[src/inc/fce_pkg.sv]
// package for the flash check engine: register map, field positions, reset values
`default_nettype none
package fce_pkg;
	// register indices; each register owns one word, so its byte address is four times this
	localparam logic [19:0] ctrl_index     = 20'hf_02f0;
	localparam logic [19:0] result_index   = 20'hf_02f2;
	localparam logic [31:0] ctrl_addr      = {10'h000, ctrl_index, 2'h0};
	localparam logic [31:0] result_addr    = {10'h000, result_index, 2'h0};
	// control field positions
	localparam int          enable_bit     = 7;
	localparam int          range_bit      = 0;
	// reset values
	localparam logic [7:0]  ctrl_reset     = 8'h00;
	localparam logic [15:0] result_reset   = 16'h0000;
	localparam logic [15:0] crc_seed       = 16'h0000;
	// ccitt generator without the x^16 term
	localparam logic [15:0] crc_poly       = 16'h1021;
	// last word index of each range (byte 3ffb / 7ffb sit in these words)
	localparam logic [12:0] last_word_16k  = 13'h0_ffe;
	localparam logic [12:0] last_word_32k  = 13'h1_ffe;
	// engine states
	typedef enum logic [2:0] {
		st_idle = 3'b001,
		st_run  = 3'b010,
		st_done = 3'b100
	} fce_state_e;
endpackage
`default_nettype wire

[src/rtl/fce_fifo.sv]
// small valid/ready fifo built from flip-flops
`default_nettype none
module fce_fifo #(
	parameter int WIDTH = 32,
	parameter int DEPTH = 8
) (
	input  wire logic             clk,     // clock
	input  wire logic             rst_n,   // async reset, active low
	input  wire logic             clr,     // synchronous flush
	input  wire logic             in_valid, // write request
	output logic                  in_ready, // space available
	input  wire logic [WIDTH-1:0] in_data, // write data
	output logic                  out_valid, // data available
	input  wire logic             out_ready, // read accept
	output logic      [WIDTH-1:0] out_data // head word
);
	localparam int AW = $clog2(DEPTH);
	logic [WIDTH-1:0] mem_reg [DEPTH];
	logic [AW-1:0]    wr_reg, wr_next, rd_reg, rd_next;
	logic [AW:0]      cnt_reg, cnt_next;
	logic             push, pop;

	// pointer and count update
	always_comb begin
		push     = in_valid && in_ready;
		pop      = out_valid && out_ready;
		wr_next  = push ? AW'(wr_reg + 1'b1) : wr_reg;
		rd_next  = pop ? AW'(rd_reg + 1'b1) : rd_reg;
		cnt_next = (AW+1)'(cnt_reg + push - pop);
		if (clr) begin
			wr_next  = '0;
			rd_next  = '0;
			cnt_next = '0;
		end
	end

	always_ff @(posedge clk or negedge rst_n) begin
		if (!rst_n) begin
			wr_reg  <= '0;
			rd_reg  <= '0;
			cnt_reg <= '0;
		end else begin
			wr_reg  <= wr_next;
			rd_reg  <= rd_next;
			cnt_reg <= cnt_next;
		end
	end

	// storage has no reset; only written words are ever read
	always_ff @(posedge clk) begin
		if (push && !clr) begin
			mem_reg[wr_reg] <= in_data;
		end
	end

	assign in_ready  = (cnt_reg != (AW+1)'(DEPTH));
	assign out_valid = (cnt_reg != '0);
	assign out_data  = mem_reg[rd_reg];
endmodule
`default_nettype wire

[src/rtl/fce_engine.sv]
// flash check engine: halt-triggered crc-16-ccitt over code flash, ahb-lite registers
// Contract
// - hold cpu stopped, fetch one 32-bit flash word per clock into crc
// - crc polynomial is x^16 + x^12 + x^5 + 1
// - each word enters msb first, bit 31 down to bit 0
// - control bit 7 enables; run starts on next halt instruction
// - control bit 0 picks range 0000-3ffb or 0000-7ffb
// - control takes bit and byte writes, resets to 00
// - 16-bit result register holds crc, resets to 0000
// - result ignores software writes unless enable bit is 1
// - only code flash is read, never data flash or ram
//
// Design decision made here: register access over AHB-Lite.
`default_nettype none
module fce_engine (
	input  wire logic        hclk,          // system clock, 20 mhz
	input  wire logic        hresetn,       // async reset, active low
	input  wire logic        hsel,          // slave select
	input  wire logic [31:0] haddr,         // byte address
	input  wire logic [1:0]  htrans,        // transfer type
	input  wire logic        hwrite,        // write strobe
	input  wire logic [2:0]  hsize,         // transfer size
	input  wire logic [31:0] hwdata,        // write data
	input  wire logic        hready,        // bus ready in
	output logic      [31:0] hrdata,        // read data
	output logic             hreadyout,     // slave ready
	output logic             hresp,         // always okay
	input  wire logic        halt_request,  // cpu executed halt, one-cycle pulse
	output logic             cpu_stop,      // holds cpu stopped while running
	output logic             halt_release,  // one-cycle pulse ending the halt
	output logic             flash_req,     // code flash read request
	output logic      [12:0] flash_word,    // code flash word index
	input  wire logic        flash_ready,   // flash accepts a request
	input  wire logic        flash_valid,   // flash read data valid
	input  wire logic [31:0] flash_rdata    // flash read data
);
	////////////////////////////////////////////////////////////////////////
	// crc helper
	// one ccitt step per bit, bit 31 first
	function automatic logic [15:0] crc_word(input logic [15:0] c, input logic [31:0] d);
		logic [15:0] r;
		logic        fb;
		r = c;
		for (int i = 31; i >= 0; i--) begin
			fb = r[15] ^ d[i];
			r  = {r[14:0], 1'b0} ^ (fb ? fce_pkg::crc_poly : 16'h0000);
		end
		return r;
	endfunction

	////////////////////////////////////////////////////////////////////////
	// bus address phase capture
	logic        ph_wr_reg, ph_wr_next, ph_rd_reg, ph_rd_next;
	logic [31:0] ph_addr_reg, ph_addr_next;
	logic [2:0]  ph_size_reg, ph_size_next;
	logic        take;

	// a two-register slave with zero wait states: the address phase is latched
	always_comb begin
		take         = hsel && hready && htrans[1];
		ph_wr_next   = take && hwrite;
		ph_rd_next   = take && !hwrite;
		ph_addr_next = take ? haddr : ph_addr_reg;
		ph_size_next = take ? hsize : ph_size_reg;
	end

	always_ff @(posedge hclk or negedge hresetn) begin
		if (!hresetn) begin
			ph_wr_reg   <= 1'b0;
			ph_rd_reg   <= 1'b0;
			ph_addr_reg <= 32'h0000_0000;
			ph_size_reg <= 3'h0;
		end else begin
			ph_wr_reg   <= ph_wr_next;
			ph_rd_reg   <= ph_rd_next;
			ph_addr_reg <= ph_addr_next;
			ph_size_reg <= ph_size_next;
		end
	end

	////////////////////////////////////////////////////////////////////////
	// registers and engine
	fce_pkg::fce_state_e state_reg, state_next;
	logic [7:0]  ctrl_reg, ctrl_next;
	logic [15:0] result_reg, result_next;
	logic [15:0] crc_reg, crc_next;
	logic [12:0] addr_reg, addr_next;
	logic [12:0] left_reg, left_next;
	logic [31:0] hrdata_reg, hrdata_next;
	logic        rel_reg, rel_next;
	logic        wr_ctrl, wr_res, res_ok;
	logic        fifo_in_ready, fifo_out_valid;
	logic [31:0] fifo_out_data;
	logic        fifo_clr;
	logic [12:0] last_word;

	// flash words pass through the fifo; a full fifo stalls fetching
	fce_fifo #(.WIDTH(32), .DEPTH(8)) u_fifo (
		.clk       (hclk),
		.rst_n     (hresetn),
		.clr       (fifo_clr),
		.in_valid  (flash_valid),
		.in_ready  (fifo_in_ready),
		.in_data   (flash_rdata),
		.out_valid (fifo_out_valid),
		.out_ready (state_reg == fce_pkg::st_run),
		.out_data  (fifo_out_data)
	);

	// control, result, fetch pointer and crc next-state
	always_comb begin
		last_word   = ctrl_reg[fce_pkg::range_bit] ? fce_pkg::last_word_32k
			: fce_pkg::last_word_16k;
		wr_ctrl     = ph_wr_reg && ph_addr_reg == fce_pkg::ctrl_addr;
		// a byte access would tear the 16-bit value, so it never writes the result
		wr_res      = ph_wr_reg && ph_addr_reg == fce_pkg::result_addr
			&& ph_size_reg != 3'h0;
		res_ok      = wr_res && ctrl_reg[fce_pkg::enable_bit];
		state_next  = state_reg;
		ctrl_next   = ctrl_reg;
		result_next = result_reg;
		crc_next    = crc_reg;
		addr_next   = addr_reg;
		left_next   = left_reg;
		rel_next    = 1'b0;
		fifo_clr    = 1'b0;
		// byte write; bit writes arrive as read-modify-write bytes
		if (wr_ctrl) begin
			ctrl_next = hwdata[7:0];
		end
		if (res_ok) begin
			result_next = hwdata[15:0];
		end
		case (state_reg)
			fce_pkg::st_idle: begin
				if (halt_request && ctrl_reg[fce_pkg::enable_bit]) begin
					state_next = fce_pkg::st_run;
					crc_next   = fce_pkg::crc_seed;
					addr_next  = 13'h0_000;
					left_next  = 13'(last_word + 1'b1);
					fifo_clr   = 1'b1;
				end
			end
			fce_pkg::st_run: begin
				if (flash_req && flash_ready) begin
					addr_next = 13'(addr_reg + 1'b1);
				end
				if (fifo_out_valid) begin
					crc_next  = crc_word(crc_reg, fifo_out_data);
					left_next = 13'(left_reg - 1'b1);
					if (left_reg == 13'h0_001) begin
						state_next = fce_pkg::st_done;
					end
				end
			end
			fce_pkg::st_done: begin
				result_next = crc_reg;
				rel_next    = 1'b1;
				state_next  = fce_pkg::st_idle;
			end
			default: state_next = fce_pkg::st_idle;
		endcase
		// read data for the next data phase
		hrdata_next = 32'h0000_0000;
		if (take && !hwrite && haddr == fce_pkg::ctrl_addr) begin
			hrdata_next = {24'h00_0000, ctrl_next};
		end else if (take && !hwrite && haddr == fce_pkg::result_addr) begin
			hrdata_next = {16'h0000, result_next};
		end
	end

	always_ff @(posedge hclk or negedge hresetn) begin
		if (!hresetn) begin
			state_reg  <= fce_pkg::st_idle;
			ctrl_reg   <= fce_pkg::ctrl_reset;
			result_reg <= fce_pkg::result_reset;
			crc_reg    <= fce_pkg::crc_seed;
			addr_reg   <= 13'h0_000;
			left_reg   <= 13'h0_000;
			hrdata_reg <= 32'h0000_0000;
			rel_reg    <= 1'b0;
		end else begin
			state_reg  <= state_next;
			ctrl_reg   <= ctrl_next;
			result_reg <= result_next;
			crc_reg    <= crc_next;
			addr_reg   <= addr_next;
			left_reg   <= left_next;
			hrdata_reg <= hrdata_next;
			rel_reg    <= rel_next;
		end
	end

	// fetch stops at the range end or while the fifo is full
	assign flash_req    = state_reg == fce_pkg::st_run && fifo_in_ready
		&& addr_reg <= last_word;
	assign flash_word   = addr_reg;
	assign cpu_stop     = state_reg != fce_pkg::st_idle;
	assign halt_release = rel_reg;
	assign hrdata       = hrdata_reg;
	assign hreadyout    = 1'b1;
	assign hresp        = 1'b0;

	////////////////////////////////////////////////////////////////////////
	// checks
	a_result_locked: assert property (@(posedge hclk) disable iff (!hresetn)
		(wr_res && !ctrl_reg[fce_pkg::enable_bit] && state_reg != fce_pkg::st_done)
		|=> $stable(result_reg))
		else $error("result changed while engine disabled");
	a_crc_seed: assert property (@(posedge hclk) disable iff (!hresetn)
		(state_reg == fce_pkg::st_idle && state_next == fce_pkg::st_run)
		|=> crc_reg == 16'h0000)
		else $error("crc not cleared at start");
	a_range_bound: assert property (@(posedge hclk) disable iff (!hresetn)
		flash_req |-> flash_word <= last_word)
		else $error("fetch beyond selected range");
	a_stop_held: assert property (@(posedge hclk) disable iff (!hresetn)
		flash_req |-> cpu_stop)
		else $error("flash fetched while cpu running");
	a_done_result: assert property (@(posedge hclk) disable iff (!hresetn)
		state_reg == fce_pkg::st_done |=> result_reg == $past(crc_reg) && halt_release)
		else $error("result or release missing at end");
	a_no_start_off: assert property (@(posedge hclk) disable iff (!hresetn)
		(state_reg == fce_pkg::st_idle && !ctrl_reg[fce_pkg::enable_bit])
		|=> state_reg == fce_pkg::st_idle)
		else $error("started while disabled");
	a_msb_first: assert property (@(posedge hclk) disable iff (!hresetn)
		(state_reg == fce_pkg::st_run && fifo_out_valid && crc_reg == 16'h0000
		&& fifo_out_data == 32'h8000_0000) |=> crc_reg == 16'hdd38 || state_reg != fce_pkg::st_run)
		else $error("word not shifted msb first");
	a_ctrl_write: assert property (@(posedge hclk) disable iff (!hresetn)
		wr_ctrl |=> ctrl_reg == $past(hwdata[7:0]))
		else $error("control write lost");
endmodule
`default_nettype wire

[config.mk]
export PLATFORM = sky130hd
export DESIGN_NAME = fce_engine
export DESIGN_NICKNAME = d
export VERILOG_FILES = /design/src/inc/fce_pkg.sv /design/src/rtl/fce_fifo.sv /design/src/rtl/fce_engine.sv
export SDC_FILE = /design/constraint.sdc
export NUM_CORES = 1
export LEC_CHECK = 0
export BUFFER_PORTS_ARGS = -buffer_cell sky130_fd_sc_hd__buf_4
export CAP_MARGIN = 10
export CORE_UTILIZATION = 28
export DETAILED_ROUTE_END_ITERATION = 7
export SYNTH_ARGS = -nofsm -noshare
export SYNTH_HDL_FRONTEND = slang
export SYNTH_SLANG_ARGS = --single-unit
[constraint.sdc]
create_clock -name hclk -period 4.34 [get_ports hclk]
set_input_delay 0.217 -clock hclk [delete_from_list [all_inputs] [get_ports hclk]]
set_output_delay 0.217 -clock hclk [all_outputs]
set_load 0.05 [all_outputs]
# == Word level (Yosys, flattened, before mapping) ==
# Memory sizes are Yosys's and may differ from the RTL's.
# Index checks and enable logic that the tools add are counted.
# word_totals
reg_bits,148
latch_bits,0
ram_bits,256
rom_bits,0
in_bits,109
output_inout_bits,50
wordCells,189
memories,1
# op_classes
addsub,7
mul,0
div_mod_pow,0
n_lt_le_gt_ge,1
n_eq_ne,14
shift,0
muxes,61
n_bitwise,64
reduce_logical,27
# memory_table
name,words,word_bits,read_ports,rd_ports_with_merged_regs,write_ports,line,source
u_fifo.mem_reg,8,32,1,0,1,fce_fifo.sv:18,logic [WIDTH-1:0] mem_reg [DEPTH];
# op_table
cell,n
$xor 16x13->16,32
$mux 13,37
$eq 32x22->1 const B,4
$mux 16,6
$pmux 13 s2,2
$pmux 16 s2,1
$xor 1x1->1,32
$add 13x1->13 const B,2
$mux 3,7
$logic_and 1x1->1,17
$eq 13x1->1 const B,1
$le 13x13->1,1
$sub 13x1->13 const B,1
$reduce_and 3->1,3
$mux 8,1
$add 3x1->3 const B,2
$ne 2x2->1 const B,3
$pmux 3 s2,1
$reduce_bool 2->1,3
$mux 1,5
$add 4x1->4,1
$mux 4,1
$ne 4x4->1 const B,1
$reduce_bool 4->1,1
8 further kinds,9

# == Depth between registers and ports, before layout ==
# An unclocked memory read counts as a cell.
# depth
ltp_word,99
depth_mapped,15
ltp_nobuf,12

# == Hierarchy ==
# From an unflattened synthesis, not the netlist that was laid out.
# unflattened
hier_cells,997
area_unflattened_um2,16879.9
# modules_own_cells
module,instances,cells_per_inst,area_each_um2,seq_area_each_um2
fce_fifo,1,446,10383.7,7937.6
fce_engine,1,551,6496.2,3054.2

# == Worst setup path after synthesis ==
# No wires, ideal clock.
# synth_timing
path_type,flip-flop to flip-flop
from,register addr_reg[4] (netlist: flash_word[4])
to,register addr_reg[7] (netlist: flash_word[7])
setup_ps,132
arrival_ps,4047
required_ps,4208
slack_ps,161
path_stages_with_launch,11
path_buffers,0
period_less_slack_ps,4179
cell_sequence,dfrtp_1 and4_1 and4_1 and4_1 a31o_2 a221oi_1 nand2_1 nor3_1 nand4_1 xor2_1 nor2_1
# synth_via
elab_chain_cells,5
word_cells_on_any_way,8
cone_classes,1 x add/sub; 1 x order compare; 1 x eq/ne; 2 x mux; 3 x reduce/logical
# synth_rtl
element,line,source
from (decl),fce_engine.sv:87,"logic [12:0] addr_reg, addr_next;"
from (signal assigned),fce_engine.sv:187,addr_reg <= addr_next;
$le 13x13->1,fce_engine.sv:196,&& addr_reg <= last_word;
$logic_and 1x1->1,fce_engine.sv:196,
net flash_req,fce_engine.sv:31,"output logic flash_req,"
$logic_and 1x1->1,fce_engine.sv:145,if (flash_req && flash_ready) begin
$ne 2x2->1 (no line),--,
$reduce_and 3->1 (no line),--,
# The timed path passes the listed nets, and every way through them passes these cells. The select of a mux whose other input is x is not followed.
# A chain may end at the register's enable or synchronous reset.

# == Worst setup path in the final report ==
# layout_timing
from,register u_fifo.rd_reg[0]
to,register crc_reg[15]
# layout_via
elab_chain_cells,51
word_cells_on_any_way,69
cone_classes,19 x mux; 49 x bitwise; 1 x memory
# layout_rtl
element,line,source
from (decl),fce_fifo.sv:19,"logic [AW-1:0] wr_reg, wr_next, rd_reg, rd_next;"
from (signal assigned),fce_fifo.sv:44,rd_reg <= rd_next;
$mem_v2 8x32 (*),--,
$xor 1x1->1,fce_engine.sv:45,fb = r[15] ^ d[i];
$mux 13,fce_engine.sv:46,"r = {r[14:0], 1'b0} ^ (fb ? fce_pkg::crc_poly : 16'h0000);"
$xor 16x13->16 (4 in a row),fce_engine.sv:46,
$xor 1x1->1,fce_engine.sv:45,
$mux 13,fce_engine.sv:46,
$xor 16x13->16 (4 in a row),fce_engine.sv:46,
$xor 1x1->1,fce_engine.sv:45,
[... 23 more ...],--,
$xor 1x1->1,fce_engine.sv:45,
$mux 13,fce_engine.sv:46,
$xor 16x13->16 (4 in a row),fce_engine.sv:46,
$xor 1x1->1,fce_engine.sv:45,
$mux 13,fce_engine.sv:46,
$xor 16x13->16 (*) (4 in a row),fce_engine.sv:46,
$mux 16 (*),fce_engine.sv:148,if (fifo_out_valid) begin
$pmux 16 s2 (*),fce_engine.sv:134,case (state_reg)
to (signal assigned),fce_engine.sv:177,crc_reg <= fce_pkg::crc_seed;
to (signal assigned),fce_engine.sv:186,crc_reg <= crc_next;
to (decl),fce_engine.sv:86,"logic [15:0] crc_reg, crc_next;"
# Mark *: on every way between the ends. The rest lies on a longest branch, timed or not. The select of a mux whose other input is x is not followed.

==> flow_metrics.tcl <==
set metrics [dict create \
    status "finished, violations left" \
    violations "DRC" \
    synth_edf_count 256 \
    synthMuxAreaShare 0.136 \
    cp_slowest_stage_delay_ns 0.72 \
    cp_num_cells 9 \
    layout_common_cells "edfxtp_1 (256), buf_4 (142), dfrtp_1 (129)" \
    wire_per_inst_um 18.0 \
    path_class "register to register" \
    synth_cells 1019 \
    p_leak_nw 8.23 \
    grt_use_total 0.122 \
    synth_top_family_by_area "multiplexers" \
    finalHoldViolCount 0 \
    p_seq_frac 0.429 \
    first_iter_violations 646 \
    root_buffer "clkbuf_16" \
    die_h_um 247 \
    crit_fanout 21 \
    synth_seq_area_share 0.653 \
    yosys.area_share.simple 0.0605 \
    h-tree-depth 2 \
    final_common_cell "edfxtp_1" \
    worst_pin_slew_ns 1.02 \
    die_area_mm2 0.0611 \
    via_count 9105 \
    slew_headroom 0.319 \
    drv_cap 0 \
    yosys_register_bits 388 \
    layout.cells.non_filler 2058 \
    antenna_found_initial 1 \
    rows 89 \
    vias_per_cell 4.42 \
    core_area_mm2 0.0592 \
    port_buffers 123 \
    clock_tree.buffer_depth 3 \
    dp_hpwl_mm 23.7 \
    start_kind "register" \
    critPathRequiredTime_ns 4.78 \
    drive_gt1_frac 0.267 \
    drc_errors 20 \
    cts_buffers 41 \
    fmax_mhz 247 \
    start_util 0.284 \
    cp_top_family "XOR/XNOR gates" \
    gp_congestion 0.788 \
    slowest_stage "dfrtp_4" \
    setup-tns-final_ns 0 \
    clock_sinks 388 \
    reg2regPathDepth 9 \
    power.internal_mw 7.82 \
    synth_xor_area_frac 0.0814 \
    ant_nets 0 \
    combPwrFrac 0.228 \
    grt_pass1_vias 9768 \
    die_x_um 247 \
    grt_pass1_wl_mm 56.8 \
    synth_fa_ha_area_frac 0.0109 \
    dr.pass1.iters 8 \
    synthArstFlopShare 0.340 \
    grt_max_degree 91 \
    cts_resized 0 \
    endpoint_kind "register" \
    grt-ovfl-total 0 \
    wirelength_mm 37.0 \
    p_switching_mw 2.80 \
    layout.nets 1376 \
    ys.flop_type "edfxtp_1" \
    synth.cell_area_mm2 0.0168 \
    cp.arrival_ns 4.48 \
    clkTransAtPathRegs_ns 0.06 \
    clkPwrFrac 0.343 \
    ios 159 \
    finalSetupViolCount 0 \
    tritoncts "built" \
    min_period_ns 4.04 \
    syn2layout_area_growth_pct 24.2 \
    clkLatencyLatePin_ns 0.58 \
    period_share 0.932 \
    drv_slew 0 \
    placed_cells 1901 \
    largest_reg_flops 256 \
    crit_chain "nor2b_1 > a221oi_1 > xnor2_1 > xnor3_1 > xor2_2 > xnor3_2 > xnor3_2 > xnor3_1 > a22o_1" \
    synth-compound-area-share 0.0324 \
    peakVddDrop_uv 287 \
    hp-class "input pin to register" \
    p_sw_frac 0.264 \
    synth_cell_types 64 \
    pwr_density_cell_mw_per_mm2 508 \
    synth_warnings 0 \
    timing.clock.skew_ns 0.0379 \
    hold_depth 4 \
    path_buf_inv 0 \
    synth_area_per_cell_um2 16.5 \
    rsz0062_at_grt "no" \
]
==> cells in the mapped netlist (all sizes together), types with 12 or more instances <==
master | number | share of area
edfxtp | 256 | 0.46
dfrtp | 131 | 0.19
nand2 | 66 | 0.015
mux2 | 64 | 0.043
mux2i | 56 | 0.033
xnor2 | 51 | 0.031
mux4 | 44 | 0.059
o21ai | 40 | 0.012
xor2 | 37 | 0.021
buf | 36 | 0.019
nor2 | 33 | 0.0083
xnor3 | 21 | 0.028
clkbuf | 17 | 0.0038
nand3 | 15 | 0.0045
ha | 13 | 0.0097
inv | 13 | 0.0029
nand2b | 13 | 0.0048
and2 | 12 | 0.0045
==> worst paths after layout <==
path / from / to / slack [ns]
hold / removal: flash_ready / flash_word[2] / 0.03
setup / recovery: u_fifo.rd_reg[0] / crc_reg[15] / 0.30
setup reg to reg: u_fifo.rd_reg[0] / crc_reg[15] / 0.30
hold reg to reg: ctrl_reg[4] / ctrl_reg[4] / 0.50
min in group asynchronous: hresetn / flash_word[12] / 0.32
max in group asynchronous: hresetn / ph_addr_reg[7] / 2.94
==> metal layers <==
| metal | wire length (um) | share of wire | GRT usage |
|---|---|---|---|
| met5 | 0 | 0 | 0 |
| met4 | 551 | 0.015 | 0.0327 |
| met3 | 1830 | 0.050 | 0.0219 |
| met2 | 17800 | 0.48 | 0.206 |
| met1 | 16800 | 0.45 | 0.162 |
==> final cells by class <==
type / instances / area [um2]
Fill cell: 5631 / 38300
Sequential cell: 388 / 11000
Multi-Input combinational cell: 581 / 5520
Timing Repair Buffer: 228 / 1960
Clock buffer: 55 / 1090
Tap cell: 773 / 967
Clock inverter: 19 / 315
Inverter: 13 / 48.8
Antenna cell: 1 / 2.50
==> power by group through the flow <==
stage          clock [mW]  sequential [mW]  combinational, mW
2_1_floorplan           0             4.60               1.80
3_3_place_gp            0             4.61               2.37
3_5_place_dp            0             4.63               2.38
4_1_cts              3.76             4.56               2.46
5_1_grt              3.90             4.59               2.61
6_report             3.65             4.56               2.42
==> cell families after synthesis <==
| group | count (synthesis) |
|---|---|
| AOI/OAI and AO/OA | 81 |
| xor gates and xnor gates | 110 |
| adders and majority gates | 14 |
| buffers and inverters | 66 |
| DFF | 388 |
| muxes | 164 |
| other | 2 |
| and+or+nand+nor | 194 |
==> through the flow <==
step	utilization	worst slack, ns	instance area [um2]	hold slack, ns	power (mW)
6_report	0.353	0.296	20900	0.0304	10.6
5_1_grt	0.353	0.102	20900	0.0514	11.1
3_3_place_gp	0.315	0.365	18700	0.351	6.97
2_1_floorplan	-	0.161	16900	-0.0786	6.41
3_5_place_dp	0.315	0.254	18700	0.358	7.01
4_1_cts	0.353	0.240	20900	0.00109	10.8
==> worst reg2reg max path, cell delays in order, from the launching register on <==
cell	delay, ns
dfrtp_4	0.72
nor2b_1	0.52
a221oi_1	0.24
xnor2_1	0.46
xnor3_1	0.45
xor2_2	0.28
xnor3_2	0.46
xnor3_2	0.43
xnor3_1	0.19
a22o_1	0.18
==> repair_timing <==
action | 4_1_cts | 5_1_grt
hold buffers | 82 | 0
setup endpoints to repair | 0 | 0
setup buffers | 0 | 0
endpoints found under the hold margin | 400 | 0
(Power assumes the default switching activity.)
